### src/hw/pdm_defines.vh
/*
 * Constants of the power-down mode controller: register offsets,
 * field positions, reset values, state codes and init vector layout.
 * Assumes inclusion by bare name from the hw/ folder.
 */
`ifndef PDM_DEFINES_VH
`define PDM_DEFINES_VH

// ****************************************
// Register map (byte addresses)
// ****************************************
`define PDM_ADDR_W       12
`define PDM_OFF_CTRL     12'h000
`define PDM_OFF_STAT     12'h004

// ****************************************
// Standby control fields
// ****************************************
`define PDM_CTRL_RESET   8'h1f
`define PDM_BIT_DEEP     7
`define PDM_BIT_FLOAT    6
`define PDM_RSV_HI       1'b0
`define PDM_RSV_LO       5'h1f

// ****************************************
// Controller states (one-hot)
// ****************************************
`define PDM_ST_W         4
`define PDM_ST_RUN       4'h1
`define PDM_ST_SLEEP     4'h2
`define PDM_ST_STBY      4'h4
`define PDM_ST_OSC       4'h8

// ****************************************
// Standby init pulse vector
// ****************************************
`define PDM_INIT_W       6
`define PDM_INIT_DMA     0
`define PDM_INIT_MTMR    1
`define PDM_INIT_ADC     2
`define PDM_INIT_CTMR    3
`define PDM_INIT_WDOG    4
`define PDM_INIT_SER     5

`define PDM_LVL_W        4

`endif

### src/hw/pdm_ctrl.v
/*
 * Power-down mode controller top: sleep and standby sequencing,
 * standby register initialisation pulses, wake handling, and the
 * APB-reached standby control register.
 * Assumes the CPU pulses sleep_req_i for one cycle on SLEEP, that
 * the clock tree honours clock_stop_o, and that the watchdog keeps
 * counting while wdog_clk_only_o is high.
 */
// Notes on behaviour
// - 8-bit control register, resets to 0x1f
// - Bit 7 picks sleep or standby
// - Setting bit 7 blocked while watchdog runs
// - Bit 6: hold or float ports
// - Setting bit 6 blocked while watchdog runs
// - Reserved: bit 5 zero, 4..0 ones
// - Sleep halts CPU, peripherals keep running
// - Accepted interrupt ends sleep
// - Masked or disabled interrupts do not wake
// - DMA address error ends sleep
// - Reset pin ends sleep
// - Standby stops CPU, clock, peripherals
// - Standby initialises DMA control registers
// - Standby initialises timers and converter
// - Standby initialises watchdog upper control
// - Standby initialises serial registers
// - Nonmaskable edge: watchdog clock, overflow wakes
// - Reset pin ends standby
`timescale 1ns/1ns
`include "pdm_defines.vh"

module pdm_ctrl #(
	parameter LVL_W  = `PDM_LVL_W,
	parameter INIT_W = `PDM_INIT_W
) (
	input  wire                    clock_i,
	input  wire                    rst_n_i,

	input  wire                    psel_i,
	input  wire                    penable_i,
	input  wire                    pwrite_i,
	input  wire [`PDM_ADDR_W-1:0]  paddr_i,
	input  wire [31:0]             pwdata_i,
	output wire [31:0]             prdata_o,
	output wire                    pready_o,
	output wire                    pslverr_o,

	input  wire                    sleep_req_i,
	input  wire                    irq_req_i,
	input  wire                    irq_src_en_i,
	input  wire [LVL_W-1:0]        irq_level_i,
	input  wire [LVL_W-1:0]        cpu_mask_level_i,
	input  wire                    dma_addr_err_i,
	input  wire                    nmi_i,
	input  wire                    nonmaskable_edge_select_i,
	input  wire                    watchdog_run_enable_i,
	input  wire                    watchdog_overflow_i,

	output reg                     cpu_halt_o,
	output reg                     clock_stop_o,
	output reg                     periph_stop_o,
	output reg                     wdog_clk_only_o,
	output reg                     port_float_o,
	output reg  [INIT_W-1:0]       periph_init_o,
	output reg                     wake_irq_o,
	output reg                     wake_addr_err_o,
	output reg                     wake_nmi_o,
	output reg  [`PDM_ST_W-1:0]    mode_o
);

	// ****************************************
	// States
	// ****************************************
	localparam [`PDM_ST_W-1:0] ST_RUN   = `PDM_ST_RUN;
	localparam [`PDM_ST_W-1:0] ST_SLEEP = `PDM_ST_SLEEP;
	localparam [`PDM_ST_W-1:0] ST_STBY  = `PDM_ST_STBY;
	localparam [`PDM_ST_W-1:0] ST_OSC   = `PDM_ST_OSC;

	reg  [`PDM_ST_W-1:0] state_r;
	reg  [`PDM_ST_W-1:0] state_nxt;
	reg  [INIT_W-1:0]    init_nxt;
	reg                  w_irq_nxt;
	reg                  w_aerr_nxt;
	reg                  w_nmi_nxt;
	reg                  float_nxt;

	wire                 deep_sel;
	wire                 float_sel;
	wire                 irq_ok;
	wire                 nmi_edge;

	// ****************************************
	// Register slave
	// ****************************************
	pdm_apb_regs u_regs (
		.clock_i             (clock_i),
		.rst_n_i             (rst_n_i),
		.psel_i              (psel_i),
		.penable_i           (penable_i),
		.pwrite_i            (pwrite_i),
		.paddr_i             (paddr_i),
		.pwdata_i            (pwdata_i),
		.wdog_run_i          (watchdog_run_enable_i),
		.state_i             (state_r),
		.prdata_o            (prdata_o),
		.pready_o            (pready_o),
		.pslverr_o           (pslverr_o),
		.deep_halt_select_o  (deep_sel),
		.port_float_select_o (float_sel)
	);

	// ****************************************
	// Wake sources
	// ****************************************
	pdm_wake_detect #(
		.LVL_W (LVL_W)
	) u_wake (
		.clock_i                   (clock_i),
		.rst_n_i                   (rst_n_i),
		.irq_req_i                 (irq_req_i),
		.irq_src_en_i              (irq_src_en_i),
		.irq_level_i               (irq_level_i),
		.cpu_mask_level_i          (cpu_mask_level_i),
		.nmi_i                     (nmi_i),
		.nonmaskable_edge_select_i (nonmaskable_edge_select_i),
		.irq_accept_o              (irq_ok),
		.nmi_edge_o                (nmi_edge)
	);

	// ****************************************
	// Next-state logic
	// ****************************************
	always @* begin
		state_nxt  = state_r;
		init_nxt   = {INIT_W{1'b0}};
		w_irq_nxt  = 1'b0;
		w_aerr_nxt = 1'b0;
		w_nmi_nxt  = 1'b0;
		float_nxt  = port_float_o;
		case (state_r)
			ST_RUN: begin
				if (sleep_req_i) begin
					if (deep_sel) begin
						state_nxt = ST_STBY;
						init_nxt[`PDM_INIT_DMA]  = 1'b1;
						init_nxt[`PDM_INIT_MTMR] = 1'b1;
						init_nxt[`PDM_INIT_ADC]  = 1'b1;
						init_nxt[`PDM_INIT_CTMR] = 1'b1;
						init_nxt[`PDM_INIT_WDOG] = 1'b1;
						init_nxt[`PDM_INIT_SER]  = 1'b1;
						float_nxt = float_sel;
					end else begin
						state_nxt = ST_SLEEP;
					end
				end
			end
			ST_SLEEP: begin
				if (dma_addr_err_i) begin
					state_nxt  = ST_RUN;
					w_aerr_nxt = 1'b1;
				end else if (irq_ok) begin
					state_nxt = ST_RUN;
					w_irq_nxt = 1'b1;
				end
			end
			ST_STBY: begin
				if (nmi_edge)
					state_nxt = ST_OSC;
			end
			ST_OSC: begin
				if (watchdog_overflow_i) begin
					state_nxt = ST_RUN;
					w_nmi_nxt = 1'b1;
					float_nxt = 1'b0;
				end
			end
			default: begin
				state_nxt = ST_RUN;
				float_nxt = 1'b0;
			end
		endcase
	end

	// ****************************************
	// State decode
	// ****************************************
	// Standby and oscillator wait look the same to the clock tree,
	// so both stop outputs share one decode.
	function stop_state;
		input [`PDM_ST_W-1:0] st;
		begin
			stop_state = (st == ST_STBY) | (st == ST_OSC);
		end
	endfunction

	// ****************************************
	// State and level outputs
	// ****************************************
	// Outputs are decoded from the next state so that they move in
	// the same cycle as the state, with no extra cycle of lag.
	always @(posedge clock_i) begin
		if (!rst_n_i) begin
			state_r         <= ST_RUN;
			mode_o          <= ST_RUN;
			cpu_halt_o      <= 1'b0;
			clock_stop_o    <= 1'b0;
			periph_stop_o   <= 1'b0;
			wdog_clk_only_o <= 1'b0;
			port_float_o    <= 1'b0;
		end else begin
			state_r         <= state_nxt;
			mode_o          <= state_nxt;
			cpu_halt_o      <= (state_nxt != ST_RUN);
			clock_stop_o    <= stop_state(state_nxt);
			periph_stop_o   <= stop_state(state_nxt);
			wdog_clk_only_o <= (state_nxt == ST_OSC);
			port_float_o    <= float_nxt;
		end
	end

	// ****************************************
	// One-cycle pulse outputs
	// ****************************************
	// Reset clears the pulses too, so a reset that lands on a wake
	// never leaves a stale exception request for the CPU.
	always @(posedge clock_i) begin
		if (!rst_n_i) begin
			periph_init_o   <= {INIT_W{1'b0}};
			wake_irq_o      <= 1'b0;
			wake_addr_err_o <= 1'b0;
			wake_nmi_o      <= 1'b0;
		end else begin
			periph_init_o   <= init_nxt;
			wake_irq_o      <= w_irq_nxt;
			wake_addr_err_o <= w_aerr_nxt;
			wake_nmi_o      <= w_nmi_nxt;
		end
	end

endmodule // pdm_ctrl

### src/hw/pdm_apb_regs.v
/*
 * APB slave holding the standby control register and a read-only
 * state register. Zero-wait: pready rises in the first access cycle.
 * Assumes an APB master and a synchronous active-low reset.
 */
`timescale 1ns/1ns
`include "pdm_defines.vh"

module pdm_apb_regs (
	input  wire                    clock_i,
	input  wire                    rst_n_i,
	input  wire                    psel_i,
	input  wire                    penable_i,
	input  wire                    pwrite_i,
	input  wire [`PDM_ADDR_W-1:0]  paddr_i,
	input  wire [31:0]             pwdata_i,
	input  wire                    wdog_run_i,
	input  wire [`PDM_ST_W-1:0]    state_i,
	output reg  [31:0]             prdata_o,
	output reg                     pready_o,
	output reg                     pslverr_o,
	output reg                     deep_halt_select_o,
	output reg                     port_float_select_o
);

	wire setup_w  = psel_i & ~penable_i;
	wire access_w = psel_i & penable_i & pready_o;
	wire hit_ctrl = (paddr_i == `PDM_OFF_CTRL);
	wire hit_stat = (paddr_i == `PDM_OFF_STAT);
	wire [7:0] ctrl_w;

	localparam [7:0] CTRL_RST = `PDM_CTRL_RESET;

	assign ctrl_w = {deep_halt_select_o, port_float_select_o,
		`PDM_RSV_HI, `PDM_RSV_LO};

	always @(posedge clock_i) begin
		if (!rst_n_i) begin
			prdata_o            <= 32'h0000_0000;
			pready_o            <= 1'b0;
			pslverr_o           <= 1'b0;
			deep_halt_select_o  <= CTRL_RST[`PDM_BIT_DEEP];
			port_float_select_o <= CTRL_RST[`PDM_BIT_FLOAT];
		end else if (setup_w) begin
			pready_o  <= 1'b1;
			pslverr_o <= ~(hit_ctrl | hit_stat);
			if (hit_ctrl)
				prdata_o <= {24'h00_0000, ctrl_w};
			else if (hit_stat)
				prdata_o <= {28'h000_0000, state_i};
			else
				prdata_o <= 32'h0000_0000;
		end else if (access_w) begin
			pready_o  <= 1'b0;
			pslverr_o <= 1'b0;
			if (pwrite_i && hit_ctrl) begin
				if (!(wdog_run_i && pwdata_i[`PDM_BIT_DEEP]))
					deep_halt_select_o <= pwdata_i[`PDM_BIT_DEEP];
				if (!(wdog_run_i && pwdata_i[`PDM_BIT_FLOAT]))
					port_float_select_o <= pwdata_i[`PDM_BIT_FLOAT];
			end
		end else begin
			pready_o  <= 1'b0;
			pslverr_o <= 1'b0;
		end
	end

endmodule // pdm_apb_regs

### src/hw/pdm_wake_detect.v
/*
 * Wake source qualification: interrupt acceptance against the CPU
 * mask level and nonmaskable edge detection.
 * Assumes all inputs synchronous to clock_i.
 */
`timescale 1ns/1ns
`include "pdm_defines.vh"

module pdm_wake_detect #(
	parameter LVL_W = `PDM_LVL_W
) (
	input  wire             clock_i,
	input  wire             rst_n_i,
	input  wire             irq_req_i,
	input  wire             irq_src_en_i,
	input  wire [LVL_W-1:0] irq_level_i,
	input  wire [LVL_W-1:0] cpu_mask_level_i,
	input  wire             nmi_i,
	input  wire             nonmaskable_edge_select_i,
	output wire             irq_accept_o,
	output wire             nmi_edge_o
);

	reg nmi_prev_r;

	assign irq_accept_o = irq_req_i & irq_src_en_i &
		(irq_level_i > cpu_mask_level_i);

	// Select 1 means rising edge, 0 falling edge
	assign nmi_edge_o = nonmaskable_edge_select_i ? (nmi_i & ~nmi_prev_r)
		: (~nmi_i & nmi_prev_r);

	always @(posedge clock_i) begin
		if (!rst_n_i)
			nmi_prev_r <= 1'b0;
		else
			nmi_prev_r <= nmi_i;
	end

endmodule // pdm_wake_detect

### config.mk
export PLATFORM = sky130hd
export DESIGN_NAME = pdm_ctrl
export DESIGN_NICKNAME = d
export VERILOG_FILES = /design/src/hw/pdm_ctrl.v /design/src/hw/pdm_apb_regs.v /design/src/hw/pdm_wake_detect.v
export VERILOG_INCLUDE_DIRS = /design/src /design/src/hw
export SDC_FILE = /design/constraint.sdc
export NUM_CORES = 1
export LEC_CHECK = 0
export BUFFER_PORTS_ARGS = -buffer_cell sky130_fd_sc_hd__buf_4
export CORE_ASPECT_RATIO = 2
export CORE_UTILIZATION = 39
export DETAILED_ROUTE_END_ITERATION = 10
export MAX_ROUTING_LAYER = met4
export PLACE_DENSITY_LB_ADDON = 0.05
export SLEW_MARGIN = 20
export SYNTH_ARGS = -nofsm -noshare
export SYNTH_HDL_FRONTEND = slang
export SYNTH_SLANG_ARGS = --single-unit
### constraint.sdc
create_clock -name clock_i -period 2.1 [get_ports clock_i]
set_input_delay 0.21 -clock clock_i [delete_from_list [all_inputs] [get_ports clock_i]]
set_output_delay 0.21 -clock clock_i [all_outputs]
set_load 0.02 [all_outputs]
Yosys cells after proc, flatten, opt, wreduce, memory -nomap -nowiden --
Index checks and enable logic that the tools add are counted. W data, S select, Z words.
Word-level totals: logic and storage cells 78, input port bits 65, register bits after elaboration 54, output and inout bits 52
Operators by class: $lt $le $gt $ge 1, reduce and logical (&&, ||, !) cells 13, bitwise gates (word level) 19, mux-type cells 19, equal/unequal tests 11
Operator list (number):
- $mux W32 | 1
- $mux W4 | 6
- $pmux W4 S4 | 1
- $eq A12 B3 Y1 const B | 1
- $logic_not A12 Y1 | 1
- $reduce_and A4 Y1 | 3
- $not A1 Y1 | 10
- $eq A4 B3 Y1 const B | 2
- $eq A4 B4 Y1 const B | 2
- $mux W1 | 8
- $and A1 B1 Y1 | 7
- $mux W6 | 1
- $reduce_and A2 Y1 | 3
- $eq A4 B1 Y1 const B | 1
- $eq A4 B2 Y1 const B | 1
- $gt A4 B4 Y1 | 1
- $ne A2 B2 Y1 const B | 2
- $ne A4 B1 Y1 const B | 1
- $logic_and A1 B1 Y1 | 3
- $mux W3 | 1
- $pmux W1 S3 | 1
- $reduce_and A3 Y1 | 1
- $reduce_or A3 Y1 | 1
- $ne A2 B1 Y1 const B | 1
- other kinds (2) | 3

Logic depth before layout (Yosys ltp) --
depth after elaboration 7, depth in mapped cells 6, gate-level depth less buffers 6

Cells and area by module --
A second synthesis with hierarchy kept.
Unflattened totals: cells, all modules 159, area, all modules 1437.6 um^2
By module, submodules not included:
- pdm_apb_regs | cells an instance 79, area an instance 693.2 um^2, instances 1
- pdm_ctrl | cells an instance 60, area an instance 585.6 um^2, instances 1
- pdm_wake_detect | cells an instance 20, area an instance 158.9 um^2, instances 1

Worst setup path before layout --
No wires, ideal clock.
path kind register to register, start register state_r[1], end register state_r[0], period minus slack after synthesis 1720 ps, data arrival time 1606 ps, library setup time 114 ps, cell stages (with the launch flop) 6, setup slack 380 ps, cell sequence dfxtp_1 buf_6 or4b_4 a2111oi_4 a22oi_2 a21o_1
Between the ends: longest elaborated chain between the ends 2
RTL lines:
- from (decl) | line pdm_ctrl.v:78 | reg [`PDM_ST_W-1:0] state_r;
- from (signal assigned) | line pdm_ctrl.v:210 | state_r <= state_nxt;
- $eq A4 B4 Y1, or another cell as far along | line pdm_ctrl.v:139 | case (state_r)
- $pmux W4 S4 (*) | line pdm_ctrl.v:139
Every way passes the cells marked *; elsewhere a longest branch is shown, timed or not. A chain may end at the register's enable or synchronous reset.

Final worst setup path --
start register state_r[0], end register state_r[0]
Between the ends: longest elaborated chain between the ends 3
RTL lines:
- $mux W4 | line pdm_ctrl.v:160 | end else if (irq_ok) begin
- $mux W4 | line pdm_ctrl.v:157 | if (dma_addr_err_i) begin
- $pmux W4 S4 (*) | line pdm_ctrl.v:139
Marked as above.

==> flow_metrics.tcl <==
set metrics [dict create \
    cts_setup_buffers 0 \
    die_area_mm2 0.003958 \
    cts_tree "done" \
    critPathLaunchType "flop" \
    multiInputGateArea_um2 737.0 \
    area_delta_synth_final_pct 26.04 \
    synthCells 160 \
    pin_count 117 \
    synth_top_area_share_pct 33.33 \
    via_count 1231 \
    pwr-share-clk_pct 30.7 \
    io_buffers 61 \
    core_area_mm2 0.003453 \
    total_power_uw 984.5 \
    num_antenna_cells 0 \
    numCtsBuffers 3 \
    cp_max_fo 11 \
    die_h_um 87.98 \
    postPlaceCellArea_mm2 0.001762 \
    synth_seq_cells 24 \
    antenna_left 0 \
    synthFlopType "dfxtp_1" \
    ctsResizeCount 0 \
    start_util_pct 41.74 \
    crit_type "flop to flop" \
    required_ns 2.26 \
    stdcell_area_mm2 0.001817 \
    antenna_found_initial 0 \
    fin_cells 260 \
    fillers 343 \
    worstMarginPinSlew_ns 0.6022 \
    p_comb_share_pct 21.2 \
    worst_setup_path_end_kind "flop" \
    setup_viol 0 \
    cts.sinks 24 \
    nets 282 \
    root_buffer "clkbuf_8" \
    final_common_cell "buf_4" \
    synthesis.area_mm2 0.001441 \
    yosysTopAreaCell "dfxtp_1" \
    setup_tns_ns 0 \
    power_frac_seq_pct 48.0 \
    drv_cap 0 \
    fin_worst_hold_slack_ns 0.1748 \
    grt_overflow 0 \
    drt-wirelength-per-cell_um 12.89 \
    finalMaxSlewViolations 0 \
    p_leak_nw 0.8567 \
    viasPerCell 4.735 \
    yosysSeqAreaShare_pct 33.33 \
    clk_path_buf_depth 2 \
    die_w_um 44.99 \
    syn_avg_cell_area_um2 9.009 \
    drtPass1Iterations 4 \
    synth-async-reset-ratio_pct 0 \
    cts_max_level 1 \
    drive_above_1_share_pct 34.91 \
    swShare_pct 26.65 \
    max_freq_mhz 582.3 \
    clkLatencyLatePin_ns 0.26 \
    rsz0062_at_grt "no" \
    hold_path_class "input port to flop" \
    irDropWorstVdd_mv 0.3498 \
    powerDensity_mw_per_mm2 541.9 \
    hold_viol_final 0 \
    final_cell_mix "buf_4, conb_1, dfxtp_1" \
    period_needed_ns 1.717 \
    finalClockSkew_ns 0.003695 \
    drc 0 \
    synth_cell_types 45 \
    synth-edff-count 0 \
    drt_first_iter_violations 29 \
    grt_pass1_vias 1175 \
    seq_area_um2 480.5 \
    gp_congestion 0.7303 \
    cts_hold_buf 0 \
    drt_wl_total_um 3351 \
    finalCritPeriodShare_pct 81.78 \
    intPower_uw 722.1 \
    place_inst 256 \
    status "complete, no violations" \
    grt_pass1_wl_um 5064 \
    grt_max_degree 18 \
    num_rows 30 \
    power.switching_uw 262.4 \
    slew_headroom_pct 58.82 \
    crit_arrival_ns 1.88 \
    hpwl_um 2783 \
    clk_pin_slew_ns 0.08 \
    synthTopCellsByArea "dfxtp_1, buf_4, ha_1" \
    grt_usage_pct 17.51 \
    yosys_warnings 0 \
]
power by group through the flow:
stage                     registers (mW)  logic [mW]  clock network [mW]
after floorplan                    0.489       0.162                   0
after global placement             0.484       0.204                   0
after detailed placement           0.484       0.208                   0
after CTS                          0.473       0.208               0.317
after global routing               0.475       0.228               0.334
final                              0.473       0.209               0.303
state kept, by name (all words and copies together), names as in the netlist:
register and cells:
u_regs.prdata_o 7, state_r 4, cpu_halt_o 1, periph_init_o 1, periph_stop_o 1, port_float_o 1, u_regs.deep_halt_select_o 1, u_regs.port_float_select_o 1
u_regs.pready_o 1, u_regs.pslverr_o 1, u_wake.nmi_prev_r 1, wake_addr_err_o 1, wake_irq_o 1, wake_nmi_o 1, wdog_clk_only_o 1
stage by stage:
step / util [%] / setup WS (ns)
detailed placement: 51.01 / 0.3149
CTS: 52.61 / 0.3669
global placement: 51.01 / 0.3385
floorplan: - / 0.3804
global route: 52.61 / 0.2527
finish: 52.61 / 0.3826
cells by family after synthesis:
| group | after synthesis | synth area share (%) |
|---|---|---|
| mux | 1 | 0.6945 |
| compound gates | 28 | 15.45 |
| flops | 24 | 33.33 |
| xor+xnor | 1 | 0.6077 |
| other cells | 1 | 0.2602 |
| buf+inv | 43 | 21.79 |
| simple gates | 58 | 24.39 |
| fa+ha+maj | 4 | 3.472 |
critical path, cell delays in order (launching register included):
cell       delay [ns]
dfxtp_1          0.42
or4b_4           0.59
a2111oi_4        0.29
a22oi_2          0.14
a21o_1           0.18
path summary, 6_finish.rpt:
path                            slack [ns]                           end  cells past startpoint                       from
worst min register to register        0.48     port_float_o$_SDFFE_PN0P_                      2  port_float_o$_SDFFE_PN0P_
worst min-delay path                  0.17  u_wake.nmi_prev_r$_SDFF_PN0_                      2                      nmi_i
worst max register to register        0.38         state_r[0]$_SDFF_PN1_                      4      state_r[0]$_SDFF_PN1_
worst max-delay path                  0.38         state_r[0]$_SDFF_PN1_                      4      state_r[0]$_SDFF_PN1_
synth_stat cells, drive strengths merged (2+ instances only):
cell type,count
a2111oi,2
a21oi,8
a22oi,2
a2bb2oi,4
and2,2
and2b,2
and3,2
buf,35
clkbuf,3
dfxtp,24
ha,4
inv,4
nand2,2
nand2b,2
nand3,7
nand3b,3
nand4,4
nor2,12
nor2b,6
nor3b,2
nor4,4
nor4b,2
o21a,2
o21ai,3
o221a,2
o31ai,2
final cells by class:
class | count | area share (%)
inverter | 5 | 1.033
clock buffer | 4 | 3.030
multi-input combinational | 117 | 40.56
sequential | 24 | 26.45
tap | 48 | 3.306
timing repair buffer | 62 | 25.62
per-layer routing:
layer	global-route usage, %	routed length, um
met1	16.81	1162
met2	33.60	1967
met3	2.062	169
met4	6.061	52
met5	-	0
(Power assumes the default switching activity.)
